### config.mk
export PLATFORM = sky130hd
export DESIGN_NAME = adc_conversion_control
export DESIGN_NICKNAME = d
export VERILOG_FILES = /design/src/design/adc_conversion_pkg.sv /design/src/design/conv_clock_divider.sv /design/src/design/adc_conversion_control.sv
export SDC_FILE = /design/constraint.sdc
export NUM_CORES = 1
export LEC_CHECK = 0
export ABC_AREA = 1
export BUFFER_PORTS_ARGS = -buffer_cell sky130_fd_sc_hd__buf_2
export CORE_MARGIN = 3
export CORE_UTILIZATION = 44
export DETAILED_ROUTE_END_ITERATION = 7
export PLACE_DENSITY = 0.87
export SLEW_MARGIN = 40
export SYNTH_ARGS = -nofsm -noshare
export SYNTH_HDL_FRONTEND = slang
export SYNTH_SLANG_ARGS = --single-unit
### constraint.sdc
create_clock -name clk -period 1.57 [get_ports clk]
set_clock_uncertainty 0.15 [all_clocks]
set_input_delay 0.0785 -clock clk [delete_from_list [all_inputs] [get_ports clk]]
set_output_delay 0.0785 -clock clk [all_outputs]
set_load 0.02 [all_outputs]
### src/design/adc_conversion_pkg.sv
package adc_conversion_pkg;

    // ------------------------------------------------------------------
    // register map: printed offsets are word indices, byte address = 4x
    // ------------------------------------------------------------------
    localparam int ADDR_W = 12;
    localparam logic [7:0] CONTROL_INDEX = 8'hE1;
    localparam logic [7:0] RESULT_HIGH_INDEX = 8'hE2;
    localparam logic [7:0] RESULT_LOW_INDEX = 8'hE3;
    localparam logic [7:0] EVENT_STATUS_INDEX = 8'hF0;
    localparam logic [7:0] EVENT_MASK_INDEX = 8'hF1;
    localparam logic [ADDR_W-1:0] CONTROL_ADDR = {2'h0, CONTROL_INDEX, 2'h0};
    localparam logic [ADDR_W-1:0] RESULT_HIGH_ADDR = {2'h0, RESULT_HIGH_INDEX, 2'h0};
    localparam logic [ADDR_W-1:0] RESULT_LOW_ADDR = {2'h0, RESULT_LOW_INDEX, 2'h0};
    localparam logic [ADDR_W-1:0] EVENT_STATUS_ADDR = {2'h0, EVENT_STATUS_INDEX, 2'h0};
    localparam logic [ADDR_W-1:0] EVENT_MASK_ADDR = {2'h0, EVENT_MASK_INDEX, 2'h0};

    // ------------------------------------------------------------------
    // converter_control field positions
    // ------------------------------------------------------------------
    localparam int CTRL_ENABLE_BIT = 7;
    localparam int CTRL_EXT_START_BIT = 5;
    localparam int CTRL_DONE_BIT = 4;
    localparam int CTRL_START_BIT = 3;
    localparam int CTRL_CHAN_LSB = 0;
    localparam int CHAN_W = 3;
    localparam int CHANNELS = 8;

    // ------------------------------------------------------------------
    // result fields and conversion clock select
    // ------------------------------------------------------------------
    localparam int RESULT_W = 10;
    localparam int LOW_CLKSEL_LSB = 6;
    localparam int CLKSEL_W = 2;
    localparam logic [1:0] CLKSEL_DIV4 = 2'h0;
    localparam logic [1:0] CLKSEL_DIV8 = 2'h1;
    localparam logic [1:0] CLKSEL_DIV16 = 2'h2;
    localparam int DIV_CNT_W = 4;
    localparam logic [3:0] DIV4_LAST = 4'h3;
    localparam logic [3:0] DIV8_LAST = 4'h7;
    localparam logic [3:0] DIV16_LAST = 4'hF;

    // ------------------------------------------------------------------
    // event status / mask layout and reset values
    // ------------------------------------------------------------------
    localparam int EVT_W = 3;
    localparam int EVT_DONE_BIT = 0;
    localparam int EVT_ABORT_BIT = 1;
    localparam int EVT_REFUSED_BIT = 2;
    localparam logic [7:0] CONTROL_RESET = 8'h00;
    localparam logic [1:0] CLKSEL_RESET = 2'h0;
    localparam logic [2:0] EVT_MASK_RESET = 3'h0;

endpackage : adc_conversion_pkg

### src/design/conv_clock_divider.sv
`timescale 1ns/100ps
module conv_clock_divider (
    input wire logic clk,
    input wire logic rst_n,
    input wire logic run,
    input wire logic [1:0] clock_select,
    output logic tick
);

    // ------------------------------------------------------------------
    // divider state
    // ------------------------------------------------------------------
    logic [adc_conversion_pkg::DIV_CNT_W-1:0] count;
    logic [adc_conversion_pkg::DIV_CNT_W-1:0] next_count;
    logic [adc_conversion_pkg::DIV_CNT_W-1:0] last;
    logic next_tick;

    // terminal count per select code; reserved code runs as slowest so a
    // stray setting never stalls a conversion
    always_comb begin
        unique case (clock_select)
            adc_conversion_pkg::CLKSEL_DIV4: last = adc_conversion_pkg::DIV4_LAST;
            adc_conversion_pkg::CLKSEL_DIV8: last = adc_conversion_pkg::DIV8_LAST;
            adc_conversion_pkg::CLKSEL_DIV16: last = adc_conversion_pkg::DIV16_LAST;
            default: last = adc_conversion_pkg::DIV16_LAST;
        endcase
        next_tick = 1'b0;
        next_count = count + 4'h1;
        if (!run) begin
            next_count = '0;
        end else if (count >= last) begin
            next_count = '0;
            next_tick = 1'b1;
        end
    end

    // registers only
    always_ff @(posedge clk or negedge rst_n) begin
        if (!rst_n) begin
            count <= '0;
            tick <= 1'b0;
        end else begin
            count <= next_count;
            tick <= next_tick;
        end
    end

endmodule : conv_clock_divider

### src/design/adc_conversion_control.sv
// Decided for this implementation: the APB slave port.
`timescale 1ns/100ps
// How it works
// nothing converts unless the block enable bit is one.
// with external start enabled a rising trigger edge starts a conversion, else it is ignored.
// the done flag is set by hardware when a conversion completes.
// the interrupt is high while the done flag is set and its mask bit is on.
// only a software write of zero clears the done flag, hardware never does.
// writing zero to start/busy during a conversion aborts it.
// no new start is taken while start/busy or done is one.
// software should clear done in a write before the one that sets start.
// a single write clearing done and setting start may begin a conversion.
// start/busy and done read back as idle, busy or complete.
// the 10-bit result reads as high byte plus bits 1:0 of the low byte.
// a 2-bit field picks the conversion clock as clk/4, clk/8 or clk/16.
// the 3-bit channel field routes input 0..7 to the converter.
// setting start when idle and enabled begins a conversion; busy drops as done rises.
module adc_conversion_control (
    input wire logic clk,
    input wire logic rst_n,
    input wire logic psel,
    input wire logic penable,
    input wire logic pwrite,
    input wire logic [adc_conversion_pkg::ADDR_W-1:0] paddr,
    input wire logic [31:0] pwdata,
    output logic [31:0] prdata,
    output logic pready,
    output logic pslverr,
    output logic irq,
    input wire logic external_trigger_pin,
    input wire logic core_done,
    input wire logic [adc_conversion_pkg::RESULT_W-1:0] core_result,
    output logic core_start,
    output logic core_abort,
    output logic [adc_conversion_pkg::CHAN_W-1:0] core_channel,
    output logic [adc_conversion_pkg::CHANNELS-1:0] core_input_enable,
    output logic core_clk_en
);

    // ------------------------------------------------------------------
    // declarations
    // ------------------------------------------------------------------
    logic converter_block_enable;
    logic external_start_enable;
    logic conversion_done_flag;
    logic conversion_start_busy;
    logic [adc_conversion_pkg::CHAN_W-1:0] input_channel_select;
    logic [adc_conversion_pkg::CLKSEL_W-1:0] conversion_clock_select;
    logic [adc_conversion_pkg::RESULT_W-1:0] result;
    logic [adc_conversion_pkg::EVT_W-1:0] event_status;
    logic [adc_conversion_pkg::EVT_W-1:0] event_mask;
    logic next_enable, next_ext_en, next_done, next_busy;
    logic [adc_conversion_pkg::CHAN_W-1:0] next_chan, next_core_channel;
    logic [adc_conversion_pkg::CLKSEL_W-1:0] next_clksel;
    logic [adc_conversion_pkg::RESULT_W-1:0] next_result;
    logic [adc_conversion_pkg::EVT_W-1:0] next_status, next_mask, evt_set;
    logic next_core_start, next_core_abort, next_irq;
    logic [adc_conversion_pkg::CHANNELS-1:0] next_input_enable;
    logic trig_meta, trig_sync, trig_prev, trig_rise;
    logic next_pready, next_pslverr;
    logic [31:0] next_prdata, read_word;
    logic access, wr_ctrl, wr_low, wr_mask, rd_status, mapped;
    logic en_now, done_kept, start_sw, start_ext, abort, complete, refused;
    logic [adc_conversion_pkg::CLKSEL_W-1:0] clksel_raw;

    // ------------------------------------------------------------------
    // external trigger synchroniser and edge detect
    // ------------------------------------------------------------------
    // the pin is asynchronous: two flops before anything looks at it
    always_ff @(posedge clk or negedge rst_n) begin
        if (!rst_n) begin
            trig_meta <= 1'b0;
            trig_sync <= 1'b0;
            trig_prev <= 1'b0;
        end else begin
            trig_meta <= external_trigger_pin;
            trig_sync <= trig_meta;
            trig_prev <= trig_sync;
        end
    end

    assign trig_rise = trig_sync & ~trig_prev;

    // ------------------------------------------------------------------
    // apb slave: one wait state, write and read-clear at the ready edge
    // ------------------------------------------------------------------
    assign access = psel & penable & pready;
    assign wr_ctrl = access & pwrite & (paddr == adc_conversion_pkg::CONTROL_ADDR);
    assign wr_low = access & pwrite & (paddr == adc_conversion_pkg::RESULT_LOW_ADDR);
    assign wr_mask = access & pwrite & (paddr == adc_conversion_pkg::EVENT_MASK_ADDR);
    assign rd_status = access & ~pwrite & (paddr == adc_conversion_pkg::EVENT_STATUS_ADDR);

    // read mux; reserved bits and upper lanes read zero
    always_comb begin
        read_word = 32'h0000_0000;
        mapped = 1'b1;
        unique case (paddr)
            adc_conversion_pkg::CONTROL_ADDR: begin
                read_word[adc_conversion_pkg::CTRL_ENABLE_BIT] = converter_block_enable;
                read_word[adc_conversion_pkg::CTRL_EXT_START_BIT] = external_start_enable;
                read_word[adc_conversion_pkg::CTRL_DONE_BIT] = conversion_done_flag;
                read_word[adc_conversion_pkg::CTRL_START_BIT] = conversion_start_busy;
                read_word[adc_conversion_pkg::CTRL_CHAN_LSB +: adc_conversion_pkg::CHAN_W] =
                    input_channel_select;
            end
            adc_conversion_pkg::RESULT_HIGH_ADDR: begin
                read_word[7:0] = result[9:2];
            end
            adc_conversion_pkg::RESULT_LOW_ADDR: begin
                read_word[adc_conversion_pkg::LOW_CLKSEL_LSB +: adc_conversion_pkg::CLKSEL_W] =
                    conversion_clock_select;
                read_word[1:0] = result[1:0];
            end
            adc_conversion_pkg::EVENT_STATUS_ADDR: begin
                read_word[adc_conversion_pkg::EVT_W-1:0] = event_status;
            end
            adc_conversion_pkg::EVENT_MASK_ADDR: begin
                read_word[adc_conversion_pkg::EVT_W-1:0] = event_mask;
            end
            default: begin
                mapped = 1'b0;
            end
        endcase
    end

    // ready rises one cycle into the access phase; data and error go with it
    always_comb begin
        next_pready = psel & penable & ~pready;
        next_prdata = prdata;
        next_pslverr = pslverr;
        if (psel & penable & ~pready) begin
            next_prdata = pwrite ? 32'h0000_0000 : read_word;
            next_pslverr = ~mapped;
        end else if (pready) begin
            next_pslverr = 1'b0;
        end
    end

    // registers only
    always_ff @(posedge clk or negedge rst_n) begin
        if (!rst_n) begin
            pready <= 1'b0;
            prdata <= 32'h0000_0000;
            pslverr <= 1'b0;
        end else begin
            pready <= next_pready;
            prdata <= next_prdata;
            pslverr <= next_pslverr;
        end
    end

    // ------------------------------------------------------------------
    // conversion control
    // ------------------------------------------------------------------
    // a control write sees its own enable and done-clear, so one write can
    // enable and start, or clear done and start in the same step
    always_comb begin
        en_now = wr_ctrl ? pwdata[adc_conversion_pkg::CTRL_ENABLE_BIT] : converter_block_enable;
        done_kept = conversion_done_flag &
                    ~(wr_ctrl & ~pwdata[adc_conversion_pkg::CTRL_DONE_BIT]);
        start_sw = wr_ctrl & pwdata[adc_conversion_pkg::CTRL_START_BIT] & en_now
                   & ~conversion_start_busy & ~done_kept;
        // control register writes have priority over a colliding trigger edge
        start_ext = ~wr_ctrl & trig_rise & external_start_enable
                    & converter_block_enable & ~conversion_start_busy
                    & ~conversion_done_flag;
        abort = conversion_start_busy &
                ((wr_ctrl & ~pwdata[adc_conversion_pkg::CTRL_START_BIT]) | ~en_now);
        complete = conversion_start_busy & core_done & ~abort;
        refused = (wr_ctrl & pwdata[adc_conversion_pkg::CTRL_START_BIT]
                   & ~conversion_start_busy & ~start_sw)
                  | (~wr_ctrl & trig_rise & external_start_enable & converter_block_enable
                     & (conversion_start_busy | conversion_done_flag));
        next_enable = en_now;
        next_ext_en = wr_ctrl ? pwdata[adc_conversion_pkg::CTRL_EXT_START_BIT]
                              : external_start_enable;
        next_chan = wr_ctrl ? pwdata[adc_conversion_pkg::CTRL_CHAN_LSB +: adc_conversion_pkg::CHAN_W]
                            : input_channel_select;
        // completion beats a same-cycle clear; only writes of zero clear
        next_done = complete | done_kept;
        next_busy = conversion_start_busy;
        if (abort) begin
            next_busy = 1'b0;
        end else if (complete) begin
            next_busy = 1'b0;
        end else if (start_sw | start_ext) begin
            next_busy = 1'b1;
        end
        next_core_start = start_sw | start_ext;
        next_core_abort = abort;
        next_core_channel = (start_sw | start_ext) ? next_chan : core_channel;
        next_result = complete ? core_result : result;
        clksel_raw = pwdata[adc_conversion_pkg::LOW_CLKSEL_LSB +: adc_conversion_pkg::CLKSEL_W];
        next_clksel = wr_low ? clksel_raw : conversion_clock_select;
    end

    // registers only
    always_ff @(posedge clk or negedge rst_n) begin
        if (!rst_n) begin
            converter_block_enable <= adc_conversion_pkg::CONTROL_RESET[adc_conversion_pkg::CTRL_ENABLE_BIT];
            external_start_enable <= adc_conversion_pkg::CONTROL_RESET[adc_conversion_pkg::CTRL_EXT_START_BIT];
            conversion_done_flag <= adc_conversion_pkg::CONTROL_RESET[adc_conversion_pkg::CTRL_DONE_BIT];
            conversion_start_busy <= adc_conversion_pkg::CONTROL_RESET[adc_conversion_pkg::CTRL_START_BIT];
            input_channel_select <= adc_conversion_pkg::CONTROL_RESET[2:0];
            conversion_clock_select <= adc_conversion_pkg::CLKSEL_RESET;
            result <= '0;
            core_start <= 1'b0;
            core_abort <= 1'b0;
            core_channel <= '0;
        end else begin
            converter_block_enable <= next_enable;
            external_start_enable <= next_ext_en;
            conversion_done_flag <= next_done;
            conversion_start_busy <= next_busy;
            input_channel_select <= next_chan;
            conversion_clock_select <= next_clksel;
            result <= next_result;
            core_start <= next_core_start;
            core_abort <= next_core_abort;
            core_channel <= next_core_channel;
        end
    end

    // ------------------------------------------------------------------
    // one-hot channel routing toward the analog mux
    // ------------------------------------------------------------------
    genvar gi;
    generate
        for (gi = 0; gi < adc_conversion_pkg::CHANNELS; gi = gi + 1) begin : g_route
            assign next_input_enable[gi] = converter_block_enable
                & (next_core_channel == adc_conversion_pkg::CHAN_W'(gi));
        end
    endgenerate

    // ------------------------------------------------------------------
    // event status, mask and interrupt
    // ------------------------------------------------------------------
    // sticky events clear on a status read; a new event in that cycle wins
    always_comb begin
        evt_set = '0;
        evt_set[adc_conversion_pkg::EVT_DONE_BIT] = complete;
        evt_set[adc_conversion_pkg::EVT_ABORT_BIT] = abort;
        evt_set[adc_conversion_pkg::EVT_REFUSED_BIT] = refused;
        next_status = (rd_status ? '0 : event_status) | evt_set;
        next_mask = wr_mask ? pwdata[adc_conversion_pkg::EVT_W-1:0] : event_mask;
        // done-flag level keeps the request up until software clears it
        next_irq = (|(next_status & next_mask))
                   | (next_done & next_mask[adc_conversion_pkg::EVT_DONE_BIT]);
    end

    // registers only
    always_ff @(posedge clk or negedge rst_n) begin
        if (!rst_n) begin
            event_status <= '0;
            event_mask <= adc_conversion_pkg::EVT_MASK_RESET;
            irq <= 1'b0;
            core_input_enable <= '0;
        end else begin
            event_status <= next_status;
            event_mask <= next_mask;
            irq <= next_irq;
            core_input_enable <= next_input_enable;
        end
    end

    // ------------------------------------------------------------------
    // conversion clock enable
    // ------------------------------------------------------------------
    // runs whenever the block is enabled so the core sees a steady rate
    conv_clock_divider u_div (
        .clk(clk),
        .rst_n(rst_n),
        .run(converter_block_enable),
        .clock_select(conversion_clock_select),
        .tick(core_clk_en)
    );

endmodule : adc_conversion_control

==> results.cfg <==
[status]
status = complete, but fails checks
violations = setup timing

[yosys]
synth.area.top_cells = dfrtp_1, buf_4, nand2_1
synth_seq_area_share = 0.500
synth_area_mm2 = 0.00285
synth_top_area_cell = dfrtp_1
synth-edff-count = 0
synth-async-reset-ratio = 1.00
netlist_instances = 316
avgSynthCellArea_um2 = 9.02
synthFlopType = dfrtp_1
yosys.cell_types.count = 34
yosys_warnings = 0
synth_seq_cells = 57
synth_top_area_share = 0.500
synth_commonest_cells = dfrtp_1, nand2_1, inv_1, nor2_1, buf_4
yosysMostFrequentCell = dfrtp_1

[power]
vdd_drop_max_mv = 0.653
p_per_area_mw_per_mm2 = 785
total_power_w = 0.00334
power.leakage_nw = 2.26

[setup_path]
timing.rr.end = core_input_enable[4]$_DFF_PN0_
critical-path-top-delay-family = simple AND/OR/NAND/NOR gates
arrival_ps = 1950
r2r_cells = 10
worstPathRequired_ps = 1700
crit_slowest_cell = dfrtp_2
rrSetupSlack_ps = -250
path_cells = nand3_4, nor2_4, buf_4, nand4_1, o21ai_2, buf_4, nand2_4, nand2_4, nand2_4, nor2_2
max_stage_delay_ps = 380
criticalPathCategory = reg2reg
worst_path_most_repeated_cell = nand2_4
crit_path_max_fanout = 5
r2r_start = pready$_DFF_PN0_
end_kind = flip-flop
startpoint_type = flip-flop
path_buf_inv = 2

[cts]
htree_levels = 3
cts_buffers = 9
clk_pin_slew_ps = 70
cts_root_buf = clkbuf_8
clk_path_buf_depth = 2
cts.sinks = 57
clkLatencyLatePin_ps = 350
cts_tree = built

[grt]
grt_pass1_wl_um = 11900
grt_antenna_before_repair = 0
grt_max_degree = 23
grt.overflow.total = 0
grt_pass1_vias = 2607
track_usage = 0.207

[sta]
worst_pin_slew_ps = 541
fin_ws_ps = -250
fmax_mhz = 550
hold_viol = 0
maxSlewViolCount = 0
maxSlewHeadroom = 0.640
fin_crit_sh = 1.16
setup_viol = 28
post-route-min-period_ps = 1820
rsz0062_at_grt = true
tns_ps = -4910

[place]
place_ws_ps = -293
dp_hpwl_um = 5330
portBuffers = 61
gp_congestion = 0.916

[worst_hold_path]
holdPathEnd = pready$_DFF_PN0_
hp-class = in2reg
hp-start = psel
min_path_cells = 4

[job]
drv_cap = 0

[die]
die_width_um = 86.5
core_mm2 = 0.00610
dieArea_mm2 = 0.00748
num_rows = 28
start_util = 0.468
die_h_um = 86.5
num_io_pins = 110

[final_layout]
diodes = 0
post-route-util = 0.699
fillers = 439
area_delta_synth_final_pct = 49.5
layout-drive-gt1-share = 0.418
nNetsFinal = 518

[route]
route.vias.total = 2747
drt_iter0_markers = 188
drt-total-wl_um = 8180
remaining_drc_errors = 0
dr.pass1.iters = 5
vias_per_cell = 5.14
antenna_left = 0
routedWlPerCell_um = 15.3
[final cells by class]
cell class / instances / area (um2) / share of cell area
inverter: 44 / 166 / 0.0391
clock inverter: 7 / 103 / 0.0241
multi-input combinational: 213 / 1390 / 0.325
sequential: 57 / 1430 / 0.335
tap: 75 / 93.8 / 0.0220
clock buffer: 9 / 124 / 0.0291
timing repair buffer: 129 / 961 / 0.226
[power breakdown]
group / leakage (nW) / internal, W / switching [W]
clock network: 0.110 / 0.000908 / 0.000653
logic: 1.43 / 0.000121 / 0.000174
registers: 0.718 / 0.00148 / 0.00000638
[how the worst max path moves through the flow]
stage                     startpoint                                 to  slack (ps)  cells after the start
floorplan           pready$_DFF_PN0_  conversion_start_busy$_DFFE_PN0P_        -180                     10
global placement    pready$_DFF_PN0_     core_input_enable[0]$_DFF_PN0_        -170                     10
detailed placement  pready$_DFF_PN0_     core_input_enable[0]$_DFF_PN0_        -290                     10
CTS                 pready$_DFF_PN0_     core_input_enable[7]$_DFF_PN0_        -190                     10
global route        pready$_DFF_PN0_     core_input_enable[1]$_DFF_PN0_        -350                     10
finish              pready$_DFF_PN0_     core_input_enable[4]$_DFF_PN0_        -250                     10
[metal layers]
layer | up-vias | global-route usage | wire length [um]
met4 | 0 | 0.0935 | 250
met2 | 137 | 0.353 | 4260
met3 | 27 | 0.0494 | 558
met5 | - | 0 | 0
met1 | 1326 | 0.247 | 3110
li1 | 1257 | - | -
[repair_timing]
item | CTS | global route
buffers inserted | 7 | 3
endpoints found under the hold margin | 82 | 3
pin swaps | 20 | 26
gates resized for setup | 17 | 43
gates cloned | 1 | 2
endpoints found under the setup margin | 30 | 44
hold buffers | 21 | 2
[worst register-to-register path, cell delays in order (launching register included)]
cell     delay, ps
dfrtp_2        380
nand3_4         80
nor2_4         200
buf_4          150
nand4_1        140
o21ai_2        230
buf_4          150
nand2_4         50
nand2_4         80
nand2_4         60
nor2_2          90
[sequential cells by signal, indices dropped and copies added, names as in the netlist, 2 cells and up]
name and flops:
prdata 8, input_channel_select 3, core_input_enable 8, conversion_clock_select 2, event_mask 3, result 10, event_status 3, core_channel 3
u_div.count 4
[cell families after synthesis]
family / share of synthesized area
adder cells (fa/ha/maj): 0.0132
other: 0.00132
AO/OA/AOI/OAI: 0.0795
flip-flops: 0.500
AND/OR/NAND/NOR: 0.264
XOR/XNOR: 0.00615
buffers and inverters: 0.128
multiplexers: 0.00790
[layout by cell type, fill, tap and decap left out, types with 2 or more instances in the layout]
| master | netlist | final |
|---|---|---|
| buf_2 | 0 | 61 |
| dfrtp_1 | 57 | 56 |
| inv_1 | 41 | 39 |
| nand2_1 | 46 | 38 |
| buf_4 | 25 | 36 |
| nor2_1 | 37 | 24 |
| conb_1 | 1 | 24 |
| dlygate4sd3_1 | 0 | 23 |
| nand3_1 | 18 | 13 |
| nand2_4 | 3 | 12 |
| nand2_2 | 12 | 11 |
| nand4_1 | 11 | 11 |
| nor2_2 | 0 | 10 |
| clkbuf_8 | 0 | 9 |
| nor2_4 | 4 | 7 |
| nand3_4 | 2 | 7 |
| o21ai_0 | 11 | 7 |
| a21oi_2 | 0 | 6 |
| a21oi_1 | 12 | 6 |
| a22o_1 | 5 | 5 |
| o22ai_1 | 5 | 5 |
| nor3_1 | 4 | 4 |
| inv_2 | 1 | 4 |
| buf_6 | 1 | 4 |
| nand3_2 | 2 | 3 |
| o21ai_1 | 1 | 3 |
| ha_1 | 3 | 3 |
| buf_12 | 0 | 3 |
| o21ai_4 | 0 | 2 |
| mux2_2 | 2 | 2 |
| bufinv_16 | 0 | 2 |
| clkinv_4 | 0 | 2 |
| inv_6 | 0 | 2 |
| clkbuf_16 | 0 | 2 |
[stage by stage]
step	cells	hold WS, ps	area, um2
5_1_grt	534	27.1	4260
4_1_cts	527	-62.4	4020
3_3_place_gp	482	-79.1	3450
6_report	534	21.0	4260
2_1_floorplan	339	-367	2960
3_5_place_dp	482	-69.5	3450
No activity file was read; power rests on OpenSTA's default activity.
